$ cat src/hdl/acr_pkg.sv
`default_nettype none

package acr_pkg;

  // ==========================================================================
  // clock and result width
  // ==========================================================================
  localparam int CLK_NS      = 8;
  localparam int CLK_PS      = 8000;
  localparam int RESULT_BITS = 18;
  localparam int TIMER_BITS  = 8;

  // minimum figures round up, maximum figures round down, never below one
  function automatic int cyc_min(input int ns);
    int c;
    c = (ns + CLK_NS - 1) / CLK_NS;
    return (c < 1) ? 1 : c;
  endfunction : cyc_min

  function automatic int cyc_max(input int ns);
    int c;
    c = ns / CLK_NS;
    return (c < 1) ? 1 : c;
  endfunction : cyc_max

  // ==========================================================================
  // conversion timing
  // ==========================================================================
  localparam int T_CONV_FAST_MAX_NS   = 385;
  localparam int T_CONV_NORMAL_MAX_NS = 520;
  // conversion runs shorter than its limit so that master read after
  // convert still meets the busy ceiling at the fastest divider
  localparam int T_CONV_FAST_NS       = 290;
  localparam int T_CONV_NORMAL_NS     = 480;
  localparam int CONV_FAST_CYC        = cyc_max(T_CONV_FAST_NS);
  localparam int CONV_NORMAL_CYC      = cyc_max(T_CONV_NORMAL_NS);
  localparam int T_EOC_BUSY_NS        = 10;
  localparam int EOC_BUSY_CYC         = cyc_min(T_EOC_BUSY_NS);
  localparam int T_RST_BUSY_NS        = 10;
  localparam int RST_BUSY_CYC         = cyc_min(T_RST_BUSY_NS);
  localparam int T_RST_HOLD_NS        = 600;
  localparam int RST_HOLD_CYC         = cyc_min(T_RST_HOLD_NS);

  // ==========================================================================
  // master serial timing
  // ==========================================================================
  localparam int T_SYNC_FAST_NS   = 14;
  localparam int T_SYNC_NORMAL_NS = 137;
  localparam int SYNC_FAST_CYC    = cyc_min(T_SYNC_FAST_NS);
  localparam int SYNC_NORMAL_CYC  = cyc_min(T_SYNC_NORMAL_NS);
  localparam int T_LEAD_PS        = 500;
  localparam int LEAD_CYC         = (T_LEAD_PS + CLK_PS - 1) / CLK_PS;
  localparam int T_SYNC_BUSY_NS   = 13;
  localparam int SYNC_BUSY_CYC    = cyc_min(T_SYNC_BUSY_NS);
  localparam int T_SCLK0_NS       = 8;
  localparam int T_SCLK1_NS       = 16;
  localparam int T_SCLK2_NS       = 32;
  localparam int T_SCLK3_NS       = 64;
  // a full serial clock period takes at least two reference cycles
  localparam int HALF0_CYC        = cyc_min(T_SCLK0_NS / 2);
  localparam int HALF1_CYC        = cyc_min(T_SCLK1_NS / 2);
  localparam int HALF2_CYC        = cyc_min(T_SCLK2_NS / 2);
  localparam int HALF3_CYC        = cyc_min(T_SCLK3_NS / 2);

  // ==========================================================================
  // modes and carriers
  // ==========================================================================
  typedef enum logic [1:0] {
    SPD_NORMAL,
    SPD_FAST,
    SPD_WIDE_FAST
  } acr_speed_t;

  typedef enum logic [1:0] {
    RD_PARALLEL,
    RD_MASTER_DURING,
    RD_MASTER_AFTER,
    RD_SLAVE
  } acr_read_t;

  typedef struct packed {
    logic value;
    logic oe;
  } acr_pin_t;

endpackage : acr_pkg

`default_nettype wire

$ cat src/hdl/acr_sync3.sv
`timescale 1ns/1ps
`default_nettype none

module acr_sync3 #(
  parameter int           W         = 1,
  parameter logic [W-1:0] RESET_VAL = '0
) (
  // clock and reset
  input  wire logic         clk,
  input  wire logic         rstN,
  // pins and filtered levels
  input  wire logic [W-1:0] async,
  output logic      [W-1:0] level
);

  logic [W-1:0] s1;
  logic [W-1:0] s2;
  logic [W-1:0] s3;

  always_ff @(posedge clk or negedge rstN)
  begin
    if (!rstN)
    begin
      s1 <= RESET_VAL;
      s2 <= RESET_VAL;
      s3 <= RESET_VAL;
    end
    else
    begin
      s1 <= async;
      s2 <= s1;
      s3 <= s2;
    end
  end

  // a bit changes only once the second and third stage agree
  always_ff @(posedge clk or negedge rstN)
  begin
    if (!rstN)
      level <= RESET_VAL;
    else
      level <= (s2 & ~(s2 ^ s3)) | (level & (s2 ^ s3));
  end

endmodule : acr_sync3

`default_nettype wire

$ cat src/hdl/acr_conv_ctrl.sv
`timescale 1ns/1ps
`default_nettype none

// Functional notes
// host spaces convert pulses 500/667 ns
// fast mode: next conversion within 1 ms
// wide-band fast timing equals fast timing
// busy rises promptly after convert falls
// conversion ends within 385/520 ns
// busy falls at least 10 ns after end
// host allows 115 ns acquisition time
// after reset: busy delayed, held 600 ns
// parallel data valid within conversion time
// parallel data valid before busy falls
// chip select low enables serial outputs
// chip select high floats serial outputs
// frame marker 14/137 ns after convert
// marker leads first edge, trails last
// busy falls 13 ns after marker drops
// divider sets minimum serial clock period
// read-after-convert busy stays under ceiling
// slave data updates after host clock edge
// ns limits become rounded clock counts
module acr_conv_ctrl (
  // clock and reset
  input  wire logic                            ref_clk,
  input  wire logic                            reset_n,
  // host pins
  input  wire logic                            convert_start_n,
  input  wire logic                            adcReset,
  input  wire logic                            chipSelect_n,
  input  wire logic                            slaveSerialClock,
  input  wire logic                            serial_data_chain_in,
  // configuration
  input  wire acr_pkg::acr_speed_t             speedMode,
  input  wire acr_pkg::acr_read_t              readMode,
  input  wire logic [1:0]                      serial_clock_divider,
  // converter core
  input  wire logic [acr_pkg::RESULT_BITS-1:0] coreResult,
  output logic                                 sampleHold,
  // results and status
  output logic                                 busy,
  output logic [acr_pkg::RESULT_BITS-1:0]      parallelData,
  output acr_pkg::acr_pin_t                    frameMarker,
  output acr_pkg::acr_pin_t                    serialClock,
  output acr_pkg::acr_pin_t                    serial_data_out
);

  // ==========================================================================
  // reset release and pin synchronisers
  // ==========================================================================
  logic rstMeta;
  logic rstN;

  always_ff @(posedge ref_clk or negedge reset_n)
  begin
    if (!reset_n)
    begin
      rstMeta <= 1'b0;
      rstN    <= 1'b0;
    end
    else
    begin
      rstMeta <= 1'b1;
      rstN    <= rstMeta;
    end
  end

  logic [4:0] pinLevel;

  acr_sync3 #(
    .W         (5),
    .RESET_VAL (5'h05)
  ) u_sync (
    .clk   (ref_clk),
    .rstN  (rstN),
    .async ({serial_data_chain_in, slaveSerialClock, chipSelect_n,
             adcReset, convert_start_n}),
    .level (pinLevel)
  );

  logic cnvLvl;
  logic rstLvl;
  logic csLvl;
  logic sckLvl;
  logic chainLvl;
  logic cnvPrev;
  logic rstPrev;
  logic sckPrev;

  assign cnvLvl   = pinLevel[0];
  assign rstLvl   = pinLevel[1];
  assign csLvl    = pinLevel[2];
  assign sckLvl   = pinLevel[3];
  assign chainLvl = pinLevel[4];

  always_ff @(posedge ref_clk or negedge rstN)
  begin
    if (!rstN)
    begin
      cnvPrev <= 1'b1;
      rstPrev <= 1'b0;
      sckPrev <= 1'b0;
    end
    else
    begin
      cnvPrev <= cnvLvl;
      rstPrev <= rstLvl;
      sckPrev <= sckLvl;
    end
  end

  logic cnvFall;
  logic rstFall;
  logic sckRise;
  logic fastMode;
  logic masterMode;

  assign cnvFall    = cnvPrev & ~cnvLvl;
  assign rstFall    = rstPrev & ~rstLvl;
  assign sckRise    = ~sckPrev & sckLvl;
  assign fastMode   = (speedMode != acr_pkg::SPD_NORMAL);
  assign masterMode = (readMode == acr_pkg::RD_MASTER_DURING) ||
                      (readMode == acr_pkg::RD_MASTER_AFTER);

  // ==========================================================================
  // conversion sequencer
  // ==========================================================================
  typedef enum logic [2:0] {
    ST_IDLE,
    ST_RESET,
    ST_RST_DLY,
    ST_RST_HOLD,
    ST_CONV,
    ST_EOC
  } acr_state_t;

  typedef enum logic [1:0] {
    SER_IDLE,
    SER_LEAD,
    SER_SHIFT,
    SER_TAIL
  } acr_ser_t;

  acr_state_t                     state;
  acr_ser_t                       serState;
  logic [acr_pkg::TIMER_BITS-1:0] timer;
  logic [acr_pkg::TIMER_BITS-1:0] convLast;
  logic [acr_pkg::TIMER_BITS-1:0] syncLast;
  logic [acr_pkg::TIMER_BITS-1:0] gapCnt;
  logic                           startFrame;
  logic                           frameQuiet;

  assign convLast = fastMode ?
    acr_pkg::TIMER_BITS'(acr_pkg::CONV_FAST_CYC - 1) :
    acr_pkg::TIMER_BITS'(acr_pkg::CONV_NORMAL_CYC - 1);
  assign syncLast = fastMode ?
    acr_pkg::TIMER_BITS'(acr_pkg::SYNC_FAST_CYC - 1) :
    acr_pkg::TIMER_BITS'(acr_pkg::SYNC_NORMAL_CYC - 1);
  // in master modes busy waits for the frame to close and settle
  assign frameQuiet = !masterMode || ((serState == SER_IDLE) &&
    gapCnt >= acr_pkg::TIMER_BITS'(acr_pkg::SYNC_BUSY_CYC));

  assign startFrame =
    ((state == ST_CONV) && (timer == syncLast) &&
     (readMode == acr_pkg::RD_MASTER_DURING)) ||
    ((state == ST_CONV) && (timer == convLast) &&
     (readMode == acr_pkg::RD_MASTER_AFTER));

  always_ff @(posedge ref_clk or negedge rstN)
  begin
    if (!rstN)
    begin
      state <= ST_IDLE;
      timer <= '0;
    end
    else if (rstLvl)
    begin
      state <= ST_RESET;
      timer <= '0;
    end
    else
    begin
      timer <= timer + 1'b1;
      case (state)
        ST_RESET:
        begin
          timer <= '0;
          if (rstFall)
            state <= ST_RST_DLY;
        end
        ST_RST_DLY:
          if (timer == acr_pkg::TIMER_BITS'(acr_pkg::RST_BUSY_CYC - 1))
          begin
            state <= ST_RST_HOLD;
            timer <= '0;
          end
        ST_RST_HOLD:
          if (timer == acr_pkg::TIMER_BITS'(acr_pkg::RST_HOLD_CYC - 1))
            state <= ST_IDLE;
        ST_IDLE:
        begin
          timer <= '0;
          if (cnvFall)
            state <= ST_CONV;
        end
        ST_CONV:
          if (timer == convLast)
          begin
            state <= ST_EOC;
            timer <= '0;
          end
        ST_EOC:
        begin
          if (timer == acr_pkg::TIMER_BITS'(acr_pkg::EOC_BUSY_CYC))
            timer <= timer;
          if ((timer >= acr_pkg::TIMER_BITS'(acr_pkg::EOC_BUSY_CYC - 1)) &&
              frameQuiet)
            state <= ST_IDLE;
        end
        default:
          state <= ST_IDLE;
      endcase
    end
  end

  // busy from a register; rises the cycle after the synced convert edge
  always_ff @(posedge ref_clk or negedge rstN)
  begin
    if (!rstN)
      busy <= 1'b0;
    else if (rstLvl)
      busy <= 1'b0;
    else
      case (state)
        ST_IDLE:     busy <= cnvFall;
        ST_RST_DLY:  busy <= (timer ==
          acr_pkg::TIMER_BITS'(acr_pkg::RST_BUSY_CYC - 1));
        ST_RST_HOLD: busy <= 1'b1;
        ST_CONV:     busy <= 1'b1;
        ST_EOC:      busy <= !((timer >=
          acr_pkg::TIMER_BITS'(acr_pkg::EOC_BUSY_CYC - 1)) && frameQuiet);
        default:     busy <= 1'b0;
      endcase
  end

  always_ff @(posedge ref_clk or negedge rstN)
  begin
    if (!rstN)
      sampleHold <= 1'b0;
    else
      sampleHold <= (state == ST_IDLE) && cnvFall && !rstLvl;
  end

  // result stands from end of conversion, at least two cycles before busy falls
  always_ff @(posedge ref_clk or negedge rstN)
  begin
    if (!rstN)
      parallelData <= '0;
    else if ((state == ST_CONV) && (timer == convLast))
      parallelData <= coreResult;
  end

  // ==========================================================================
  // serial engine
  // ==========================================================================
  logic [acr_pkg::RESULT_BITS-1:0] shiftReg;
  logic [acr_pkg::TIMER_BITS-1:0]  halfLast;
  logic [acr_pkg::TIMER_BITS-1:0]  halfCnt;
  logic [4:0]                      bitCnt;
  logic                            sclk;
  logic                            frame;
  logic                            halfDone;

  always_comb
  begin
    case (serial_clock_divider)
      2'h0:    halfLast = acr_pkg::TIMER_BITS'(acr_pkg::HALF0_CYC - 1);
      2'h1:    halfLast = acr_pkg::TIMER_BITS'(acr_pkg::HALF1_CYC - 1);
      2'h2:    halfLast = acr_pkg::TIMER_BITS'(acr_pkg::HALF2_CYC - 1);
      default: halfLast = acr_pkg::TIMER_BITS'(acr_pkg::HALF3_CYC - 1);
    endcase
  end

  assign halfDone = (halfCnt == halfLast);

  always_ff @(posedge ref_clk or negedge rstN)
  begin
    if (!rstN)
    begin
      serState <= SER_IDLE;
      halfCnt  <= '0;
      bitCnt   <= '0;
      sclk     <= 1'b0;
      frame    <= 1'b0;
    end
    else
      case (serState)
        SER_IDLE:
          if (startFrame)
          begin
            serState <= SER_LEAD;
            frame    <= 1'b1;
            halfCnt  <= '0;
            bitCnt   <= '0;
          end
        SER_LEAD:
        begin
          halfCnt <= halfCnt + 1'b1;
          if (halfCnt == acr_pkg::TIMER_BITS'(acr_pkg::LEAD_CYC - 1))
          begin
            serState <= SER_SHIFT;
            halfCnt  <= '0;
          end
        end
        SER_SHIFT:
        begin
          halfCnt <= halfDone ? '0 : halfCnt + 1'b1;
          if (halfDone)
          begin
            sclk <= ~sclk;
            if (sclk)
            begin
              bitCnt <= bitCnt + 1'b1;
              if (bitCnt == 5'(acr_pkg::RESULT_BITS - 1))
                serState <= SER_TAIL;
            end
          end
        end
        SER_TAIL:
        begin
          frame    <= 1'b0;
          serState <= SER_IDLE;
        end
        default:
          serState <= SER_IDLE;
      endcase
  end

  always_ff @(posedge ref_clk or negedge rstN)
  begin
    if (!rstN)
      gapCnt <= '0;
    else if (serState != SER_IDLE)
      gapCnt <= '0;
    else if (gapCnt != acr_pkg::TIMER_BITS'(acr_pkg::SYNC_BUSY_CYC))
      gapCnt <= gapCnt + 1'b1;
  end

  // during-convert mode ships the previous result; others the fresh one
  always_ff @(posedge ref_clk or negedge rstN)
  begin
    if (!rstN)
      shiftReg <= '0;
    else if ((state == ST_IDLE) && cnvFall &&
             (readMode == acr_pkg::RD_MASTER_DURING))
      shiftReg <= parallelData;
    else if ((state == ST_CONV) && (timer == convLast) &&
             (readMode != acr_pkg::RD_MASTER_DURING))
      shiftReg <= coreResult;
    else if ((serState == SER_SHIFT) && halfDone && sclk)
      shiftReg <= {shiftReg[acr_pkg::RESULT_BITS-2:0], 1'b0};
    else if ((readMode == acr_pkg::RD_SLAVE) && !csLvl && sckRise)
      shiftReg <= {shiftReg[acr_pkg::RESULT_BITS-2:0], chainLvl};
  end

  // ==========================================================================
  // serial pins
  // ==========================================================================
  logic serialEnable;

  assign serialEnable = !csLvl && (masterMode ||
                        (readMode == acr_pkg::RD_SLAVE));

  always_ff @(posedge ref_clk or negedge rstN)
  begin
    if (!rstN)
    begin
      frameMarker     <= '0;
      serialClock     <= '0;
      serial_data_out <= '0;
    end
    else
    begin
      frameMarker.value     <= frame;
      frameMarker.oe        <= masterMode && !csLvl;
      serialClock.value     <= sclk;
      serialClock.oe        <= masterMode && !csLvl;
      serial_data_out.value <= shiftReg[acr_pkg::RESULT_BITS-1];
      serial_data_out.oe    <= serialEnable;
    end
  end

endmodule : acr_conv_ctrl

`default_nettype wire

$ cat config.mk
export PLATFORM = sky130hd
export DESIGN_NAME = acr_conv_ctrl
export DESIGN_NICKNAME = d
export VERILOG_FILES = /design/src/hdl/acr_pkg.sv /design/src/hdl/acr_sync3.sv /design/src/hdl/acr_conv_ctrl.sv
export SDC_FILE = /design/constraint.sdc
export NUM_CORES = 1
export LEC_CHECK = 0
export CORE_UTILIZATION = 58
export DETAILED_ROUTE_END_ITERATION = 10
export DONT_BUFFER_PORTS = 1
export GPL_ROUTABILITY_DRIVEN = 0
export PLACE_DENSITY = 0.83
export SYNTH_ARGS = -nofsm -noshare
export SYNTH_HDL_FRONTEND = slang
export SYNTH_SLANG_ARGS = --single-unit
export TNS_END_PERCENT = 20
$ cat constraint.sdc
create_clock -name ref_clk -period 6.75 [get_ports ref_clk]
set_input_delay 0.675 -clock ref_clk [delete_from_list [all_inputs] [get_ports ref_clk]]
set_output_delay 0.675 -clock ref_clk [all_outputs]
set_load 0.005 [all_outputs]
* Word-level counts from Yosys, hierarchy flattened
Index checks and enable logic that the tools add are counted.
Storage, ports and cells: output and inout port bits 26, register bits 104, word-level logic and storage cells 162, input port bits 31
Operators by class: add/subtract/negate cells 4, mux-type cells 40, bitwise logic cells 12, equality and inequality tests 34, reductions and logical operators 44, order comparisons 2
Operator list (count):
- 18-bit two-way mux | 4
- 8-bit two-way mux | 9
- 8-bit one-hot mux with 4 select lines | 1
- 5-bit two-way mux | 5
- 8-bit by 1-bit adder with 8-bit output (second input constant) | 3
- 8-bit one-hot mux with 3 select lines | 1
- 3-bit two-way mux | 7
- 3-bit by 2-bit inequality test with 1-bit output (second input constant) | 6
- 3-bit one-hot mux with 6 select lines | 1
- 1-bit logical AND | 16
- 5-bit AND | 2
- 2-bit equality test (second input constant) | 5
- 2-bit two-way mux | 5
- 2-bit inequality test (second input constant) | 5
- 5-bit one-hot mux with 2 select lines | 1
- 2-bit nonzero test | 5
- 8-bit by 1-bit equality test with 1-bit output (second input constant) | 1
- 8-bit by 2-bit equality test with 1-bit output (second input constant) | 1
- 8-bit by 5-bit equality test with 1-bit output | 1
- 8-bit by 6-bit equality test with 1-bit output | 1
- 8-bit by 7-bit equality test with 1-bit output (second input constant) | 1
- 8-bit equality test | 1
- 8-bit by 1-bit greater-or-equal comparator with 1-bit output (second input constant) | 1
- 8-bit by 2-bit greater-or-equal comparator with 1-bit output (second input constant) | 1
- 31 further kinds | 52

* Depth between registers and ports, before layout
Gate-level depths: netlist (run 1).
depth after elaboration 9, depth in mapped cells 9, mapped depth without buffers 7

* Cells and area by module
From an unflattened synthesis (run 1), not the netlist that was laid out.
Unflattened totals: cell total of the unflattened synthesis 537, area total of the unflattened synthesis 5505.3 sq um
By module, submodules not included:
- acr_conv_ctrl | area each 4938.5 sq um, cells an instance 512, seq. area each 2103.3 sq um, times used 1
- acr_sync3 | area each 566.8 sq um, cells an instance 25, seq. area each 510.5 sq um, times used 1

* Worst setup path before layout (run 1)
No wires, ideal clock.
path type input to register, start point in speedMode[1], end point reg parallelData[0] (netlist name), setup time 0.125 ns, slack 4.374 ns, path buffers 2, data required time 6.625 ns, data arrival time 2.251 ns, stages 5, path through o32a_1 -> clkbuf_1 -> nor4_4 -> buf_8 -> mux2_4
Between the ends: word-level cells in the longest chain between the ends 4
Ends and longest elaborated chain:
- start: declaration | line acr_conv_ctrl.sv:35 | input wire acr_pkg::acr_speed_t speedMode,
- 2-bit nonzero test | line acr_conv_ctrl.sv:122 | assign fastMode = (speedMode != acr_pkg::SPD_NORMAL);
- 5-bit two-way mux | line acr_conv_ctrl.sv:154 | assign convLast = fastMode ?
- 8-bit by 6-bit equality test with 1-bit output | line acr_conv_ctrl.sv:260 | else if ((state == ST_CONV) && (timer == convLast))
- 1-bit logical AND | line acr_conv_ctrl.sv:260
- end signal: assignment | line acr_conv_ctrl.sv:261 | parallelData <= coreResult;
- end: declaration | line acr_conv_ctrl.sv:43 | output logic [acr_pkg::RESULT_BITS-1:0] parallelData,
No other way between the ends. A chain may end at the register's enable or synchronous reset.

* Worst setup path after layout (run 1)
start point reg timer[2] (netlist name), end point reg shiftReg[6] (netlist name)
Between the ends: word-level cells in the longest chain between the ends 5, elaborated cells between the ends (all ways) 6, those cells by class 1 x eq/ne; 2 x mux; 3 x reduce/logical
Ends and longest elaborated chain:
- start: declaration | line acr_conv_ctrl.sv:147 | logic [acr_pkg::TIMER_BITS-1:0] timer;
- start signal: assignment | line acr_conv_ctrl.sv:184 | timer <= timer + 1'b1;
- start signal: assignment | line acr_conv_ctrl.sv:216 | timer <= timer;
- 8-bit by 6-bit equality test with 1-bit output (*) | line acr_conv_ctrl.sv:358 | else if ((state == ST_CONV) && (timer == convLast) &&
- 1-bit logical AND (*) (2 in series) | line acr_conv_ctrl.sv:358
- 18-bit two-way mux | line acr_conv_ctrl.sv:358
- 18-bit two-way mux | line acr_conv_ctrl.sv:355 | else if ((state == ST_IDLE) && cnvFall &&
- end signal: assignment | line acr_conv_ctrl.sv:357 | shiftReg <= parallelData;
- end signal: assignment | line acr_conv_ctrl.sv:360 | shiftReg <= coreResult;
- end signal: assignment | line acr_conv_ctrl.sv:362 | shiftReg <= {shiftReg[acr_pkg::RESULT_BITS-2:0], 1'b0};
- end: declaration | line acr_conv_ctrl.sv:267 | logic [acr_pkg::RESULT_BITS-1:0] shiftReg;
Every way passes the cells marked *; elsewhere a longest branch is shown, timed or not.

==> results of run 1 <==
## per-stage QoR
| step | cell area, um^2 | total power [mW] | util, % |
|---|---|---|---|
| 4_1_cts | 5430 | 1.41 | 62.6 |
| 3_3_place_gp | 5190 | 0.956 | 59.8 |
| 6_report | 5430 | 1.40 | 62.6 |
| 5_1_grt | 5430 | 1.47 | 62.6 |
| 2_1_floorplan | 5160 | 0.925 | - |
| 3_5_place_dp | 5190 | 0.972 | 59.8 |
## flip-flops by register name (all words and copies together), names as in the netlist, named ones only
| name | count |
|---|---|
| u_sync.s3 | 5 |
| frameMarker | 1 |
| state | 3 |
| rstN | 1 |
| sampleHold | 1 |
| shiftReg | 18 |
| u_sync.s1 | 5 |
| timer | 8 |
| gapCnt | 8 |
| serial_data_out | 2 |
| rstPrev | 1 |
| sclk | 1 |
| serialClock | 2 |
| sckPrev | 1 |
| serState | 2 |
| rstMeta | 1 |
| bitCnt | 5 |
| u_sync.s2 | 5 |
| cnvPrev | 1 |
| parallelData | 18 |
| busy | 1 |
| frame | 1 |
| halfCnt | 8 |
## Yosys cell counts, types with 3 or more instances
| cell | number |
|---|---|
| or3_1 | 5 |
| a22oi_1 | 11 |
| o21ai_0 | 5 |
| inv_1 | 22 |
| nand3_1 | 35 |
| nand2_1 | 13 |
| a221o_1 | 6 |
| or2_2 | 5 |
| xor2_1 | 9 |
| dfrtp_1 | 95 |
| xnor2_1 | 7 |
| maj3_1 | 5 |
| a311oi_1 | 3 |
| dfstp_2 | 9 |
| a31oi_1 | 22 |
| buf_4 | 3 |
| nor3_1 | 6 |
| nand2b_1 | 5 |
| or4_1 | 3 |
| clkbuf_1 | 15 |
| nor4_1 | 13 |
| nor2_1 | 41 |
| ha_1 | 18 |
| mux2_2 | 18 |
| and3_1 | 9 |
| a22o_1 | 3 |
| nor3b_1 | 3 |
| o211ai_1 | 6 |
| mux2_4 | 10 |
| nand4_1 | 10 |
| o31ai_1 | 11 |
## what timing repair did
action                                 4_1_cts  5_1_grt
hold buffers                                 1        0
endpoints found under the hold margin        2        0
resized for setup                            0        0
## how the worst max path moves through the flow
stage,to,from,depth (start not counted)
after global routing,shiftReg[6]$_DFFE_PN0P_,timer[0]$_DFFE_PN0P_,6
after detailed placement,shiftReg[6]$_DFFE_PN0P_,timer[2]$_DFFE_PN0P_,5
final,shiftReg[6]$_DFFE_PN0P_,timer[2]$_DFFE_PN0P_,5
after floorplan,asynchronous set/reset pin,rstN$_DFF_PN0_,0
after global placement,shiftReg[1]$_DFFE_PN0P_,timer[2]$_DFFE_PN0P_,5
after CTS,shiftReg[6]$_DFFE_PN0P_,timer[2]$_DFFE_PN0P_,5
## power by group through the flow
stage               clock (mW)  combinational [mW]  sequential, mW
finish                   0.434               0.191           0.771
global route             0.463               0.222           0.784
CTS                      0.445               0.191           0.771
detailed placement           0               0.189           0.783
global placement             0               0.178           0.778
floorplan                    0               0.165           0.760
## area by class of cell
class | instances | area (um^2)
fillers | 688 | 3250
flip-flops and latches | 104 | 2620
multi-input cells | 321 | 2330
clock buffers | 11 | 151
well taps | 108 | 135
inverters | 22 | 82.6
clock inverters | 5 | 78.8
repair buffers | 4 | 32.5
## critical path, cell delays in order (launching register included)
cell	delay [ns]
dfrtp_1	0.47
or3_1	0.41
nor3_1	0.89
and3_1	0.79
or3_1	0.63
mux2_2	0.41
## kinds of logic (layout without fill, tap and decap cells)
logic type      count (synthesis)  after routing  share of synthesized area [%]
simple gates                  157            157                           16.1
flops                         104            104                           50.7
compound gates                 94             94                           13.8
buf+inv                        46             42                           4.12
mux                            30             30                           7.23
fa+ha+maj                      23             23                           5.34
xor+xnor                       16             16                           2.72
other cells                     1              1                         0.0727
## per-layer routing
| layer | GRT usage [%] | vias up | wire length, um |
|---|---|---|---|
| met3 | 6.24 | 21 | 603 |
| li1 | - | 1714 | - |
| met1 | 30.6 | 1816 | 4430 |
| met4 | 8.70 | 0 | 161 |
| met2 | 38.9 | 125 | 5020 |
| met5 | 0 | - | 0 |
==> impl_results.md, run 1 <==
- Initial antenna violation count: 0
- Max_slew headroom: between 20% and 30%
- Post-synthesis cell type count: 66
- Die Ht: between 90 and 100 um
- Initial DRC Count: roughly 300
- Core box area: a little under 9000 um^2
- Area of the mapped netlist: ~5200 um^2
- Worst Setup Path Type: reg -> reg
- Sequential Power Share: around 55%
- R2r startpoint: timer[2]$_DFFE_PN0P_
- Clock tree sinks: ~100
- Max cap viols: 0
- Final Skew: slightly below 0.009 ns
- Leak Pwr: around 2.3 nW
- Crit path capture type: register
- Vias in the first global route: between 3,000 and 4,000
- Root Buffer Master: clkbuf_8
- Yosys warning count: 0
- RSZ-0062 raised after global routing: no
- Setup TNS: 0 ns
- Most frequent cells in the layout: 94 x dfrtp_1, 41 x nor2_1, 35 x nand3_1
- Pre-CTS setup slack: roughly 3.1 ns
- Syn Inst Count: between 400 and 500
- HP Class: in -> reg
- HP Start: convert_start_n
- First drt pass iteration count: 5
- Cell Count, Final, Fillers Out: roughly 580
- Post CTS Setup Buffer Count: 0
- Clock tree buffer depth: 2
- Final #Nets: slightly above 500
- CTS tree: built
- Via density per instance: roughly 6.4
- Highest clock rate: approximately 270 MHz
- Status: finished clean
- Top cells by area, synth: dfrtp_1 46%, dfstp_2 4.6%, ha_1 4.4%
- Logic pwr share: 13.7%
- Internal power: between 1 and 1.5 mW
- Gr ovfl total: 0
- Gr usage total: 23.8%
- DRT Wirelength: ~10 mm
- Yosys reg bits: ~100
- Fraction of layout cells with a size suffix above 1: 14.6%
- PD cells: between 200 and 300 nW/um^2
- Via count: approximately 3,700
- Die ar.: 9280 um^2
- # IOs: 57
- Final setup fails: 0
- Die Span X: slightly below 100 um
- Top_reg_cell synth: dfrtp_1
- Crit start category: register
- Post-synth net total: 520
- Peak supply drop: ~0.13 mV
- Worst Tran Pin Value: approximately 1.1 ns
- WL/cell: roughly 18 um
- Hold path endpoint: u_sync.s1[0]$_DFF_PN1_
- Hold depth: 0
- Port Buffers: 0
- Clock share of power: between 30 and 40%
- Syn_area_per_cell: 11.0 um^2
- Worst Path Required: 7.01 ns
- Largest net degree at the start of global routing: 57
- H-tree levels: 3
- Reg2Reg Depth: 5
- Slew Viols, Final: 0
- Final HPWL DP: approximately 7.1 mm
- Clk Latency, worst-skew pair: 0.37 ns
- Worst Setup Slack, final: between 3 and 4 ns
- First-pass GRT wire length: between 15 and 20 mm
- Worst-path clk slew: around 0.090 ns
- Post-synth top area share: 46.1%
- Initial core utilization: around three fifths
- Flop2flop setup slack: ~3 ns
- FFs w/ async S/R, synth: 100%
- Reg-to-Reg End: shiftReg[6]$_DFFE_PN0P_
- Area growth, synth to finish: 5.26%
- Min Tclk post-route: around 3.7 ns
- Antenna cell count: 0
- Commonest non-fill, non-tap cell in the layout: dfrtp_1
- Net Sw Power: around 0.37 mW
- Antenna viol nets, final: 0
- Crit share post-route: 55.1%
- DR DRC count: 0
- Cell taking the most area after synthesis: dfrtp_1
- Sw frac: a little over a quarter
- Post-synth EDFFs: 0
- Arrival time worst endpoint: around 4.0 ns
- Std-Cell Rows: 34
- CTS buffer count: 9
- Crit path max fanout: 21
- Placed Cells: 558
- Hold Vio Cnt, Final: 0
- Sequential area share after synthesis: between 50% and 60%
- Worst hold margin: slightly below 0.3 ns
No activity file was read; power rests on OpenSTA's default activity.
==> run 2: changes to the inputs <==
- CORE_UTILIZATION: 58 -> 57
- PLACE_DENSITY: 0.83 -> 0.84
- clock period: 6.75 -> 3.1 ns (I/O delays scaled with it)
==> run 2 against run 1 <==
  * Core utilization up 0.56 points
  * Global-route usage down 1.5 points
  * Sequential power up 120%
  * Largest power group unchanged
==> impl_results.md, run 2 (synthesized netlist as in run 1, its figures left out) <==
- Worst path cell trace: inv_1, ha_1, and2_1, or3b_1, o21ai_1, or3_1, mux2_2 (was or3_1, nor3_1, and3_1, or3_1, mux2_2)
- Max_slew headroom: 49.8% (was 25.3%)
- Worst Setup Path Type: reg -> reg (unchanged)
- First-pass GRT wire length: 17.0 mm (was 16.8 mm)
- Crit share post-route: 85.8% (was 55.1%)
- GRT met1 Usage: 29.1% (was 30.6%)
- Clock tree buffer depth: 2 (unchanged)
- Peak supply drop: 0.345 mV (was 0.127 mV)
- WL/cell: 16.9 um (was 17.8 um)
- Fraction of layout cells with a size suffix above 1: 15.6% (was 14.6%)
- Worst hold margin: 0.0758 ns (was 0.292 ns)
- Setup TNS: 0 ns (unchanged)
- Final HPWL DP: 6.96 mm (was 7.07 mm)
- H-tree levels: 3 (unchanged)
- Via count: 3,771 (was 3,676)
- Regs by FF count: parallelData (18), shiftReg (18) (unchanged)
- Worst Path Required: 3.36 ns (was 7.01 ns)
- Worst Tran Pin Value: 0.750 ns (was 1.11 ns)
- Max cap viols: 0 (unchanged)
- Slowest cell delay on critical path: 0.42 ns (was 0.89 ns)
- Port Buffers: 0 (unchanged)
- M2 GR Usage: 34.8% (was 38.9%)
- HP Class: in -> reg (unchanged)
- Antenna viol nets, final: 0 (unchanged)
- Worst Setup Slack, final: 0.442 ns (was 3.03 ns)
- Crit path max fanout: 13 (was 21)
- CP max-delay cell: dfrtp_1 (was nor3_1)
- CTS tree: built (unchanged)
- Die Ht: 97.1 um (was 96.3 um)
- Clk Latency, worst-skew pair: 0.37 ns (about the same)
- Initial antenna violation count: 0 (unchanged)
- Die Span X: 97.1 um (was 96.3 um)
- Clock tree sinks: 104 (unchanged)
- Final setup fails: 0 (unchanged)
- Die ar.: 9440 um^2 (was 9280 um^2)
- CTS buffer count: 9 (unchanged)
- Initial DRC Count: 237 (was 304)
- Area growth, synth to finish: 6.72% (was 5.26%)
- Final Skew: 0.0166 ns (was 0.00878 ns)
- Commonest non-fill, non-tap cell in the layout: dfrtp_1 (unchanged)
- RSZ-0062 raised after global routing: no (unchanged)
- DP Area: 5260 um^2 (was 5190 um^2)
- Crit path capture type: register (unchanged)
- Leak Pwr: 2.34 nW (was 2.30 nW)
- GR peak layer: met2 (unchanged)
- Final instance area: 5510 um^2 (was 5430 um^2)
- Most frequent cells in the layout: 94 x dfrtp_1, 41 x nor2_1, 35 x nand3_1 (unchanged)
- Cell Count, Final, Fillers Out: 588 (was 575)
- Pre-CTS setup slack: 0.487 ns (was 3.12 ns)
- Crit start category: register (unchanged)
- Min Tclk post-route: 2.66 ns (was 3.72 ns)
- Final Power: 2.89 mW (was 1.40 mW)
- Std-Cell Rows: 34 (unchanged)
- Root Buffer Master: clkbuf_8 (unchanged)
- PD cells: 525 nW/um^2 (was 257 nW/um^2)
- Post-CTS Resized: 0 (unchanged)
- Initial core utilization: 59.2% (was 59.4%)
- First drt pass iteration count: 5 (unchanged)
- Highest clock rate: 376 MHz (was 269 MHz)
- Fin util: 63.1% (was 62.6%)
- Met3 Usage GRT: 7.19% (was 6.24%)
- Final #Nets: 524 (was 511)
- Status: finished clean (unchanged)
- Arrival time worst endpoint: 2.92 ns (was 3.97 ns)
- DR DRC count: 0 (unchanged)
- Core box area: 8720 um^2 (was 8680 um^2)
- Gr usage total: 22.3% (was 23.8%)
- Hold Vio Cnt, Final: 0 (unchanged)
- Worst-path clk slew: 0.10 ns (was 0.09 ns)
- Slew Viols, Final: 0 (unchanged)
- DRT Wirelength: 9.91 mm (was 10.2 mm)
- Largest net degree at the start of global routing: 56 (was 57)
- Via density per instance: 6.41 (was 6.39)
- # IOs: 57 (unchanged)
- Gr ovfl total: 0 (unchanged)
- Filler cells: 679 (was 688)
- Placed Cells: 566 (was 558)
- Antenna cell count: 0 (unchanged)
- Vias in the first global route: 3,572 (was 3,558)
==> run 2: worst max-delay path: cells and delay by family, from the launching register on <==
family,cells,cell delay (ns)
adder cells (fa/ha/maj),1,0.42
multiplexers,1,0.38
AO/OA/AOI/OAI,1,0.20
AND/OR/NAND/NOR,3,1.02
flip-flops,1,0.42
buffers and inverters,1,0.11
==> run 2: final cells by class <==
cell class	instances	area [um^2]	area share, %
flip-flops and latches	104	2620	47.5
clock inverters	4	27.5	0.500
clock buffers	12	155	2.82
repair buffers	17	155	2.82
inverters	22	82.6	1.50
multi-input cells	321	2330	42.4
well taps	108	135	2.45
==> run 2: timing repair <==
action	in CTS	in global routing
buffers inserted	0	0
hold buffers	6	0
hold endpoints to repair	7	0
==> run 2: power breakdown <==
group          internal, mW  total (mW)  switching, mW
combinational         0.221       0.423          0.201
clock                 0.338       0.791          0.452
sequential             1.53        1.68          0.150
total                  2.09        2.89          0.804
==> run 2: metal layers <==
layer	part of all wire, %	wire length, um
met1	44	4340
met2	47	4700
met3	6.5	648
met4	2.3	226
met5	0	0
==> run 2: final timing paths <==
kind / startpoint / end / slack [ns] / depth (start not counted)
min: coreResult[8] / parallelData[8]$_DFFE_PN0P_ / 0.08 / 1
max in group asynchronous: rstN$_DFF_PN0_ / cnvPrev$_DFF_PN1_ / 2.02 / 1
max reg2reg: serState[0]$_DFFE_PN0P_ / shiftReg[6]$_DFFE_PN0P_ / 0.44 / 7
min reg2reg: rstN$_DFF_PN0_ / u_sync.s3[1]$_DFF_PN0_ / 0.35 / 0
min in group asynchronous: reset_n / rstN$_DFF_PN0_ / 0.16 / 1
max: serState[0]$_DFFE_PN0P_ / shiftReg[6]$_DFFE_PN0P_ / 0.44 / 7
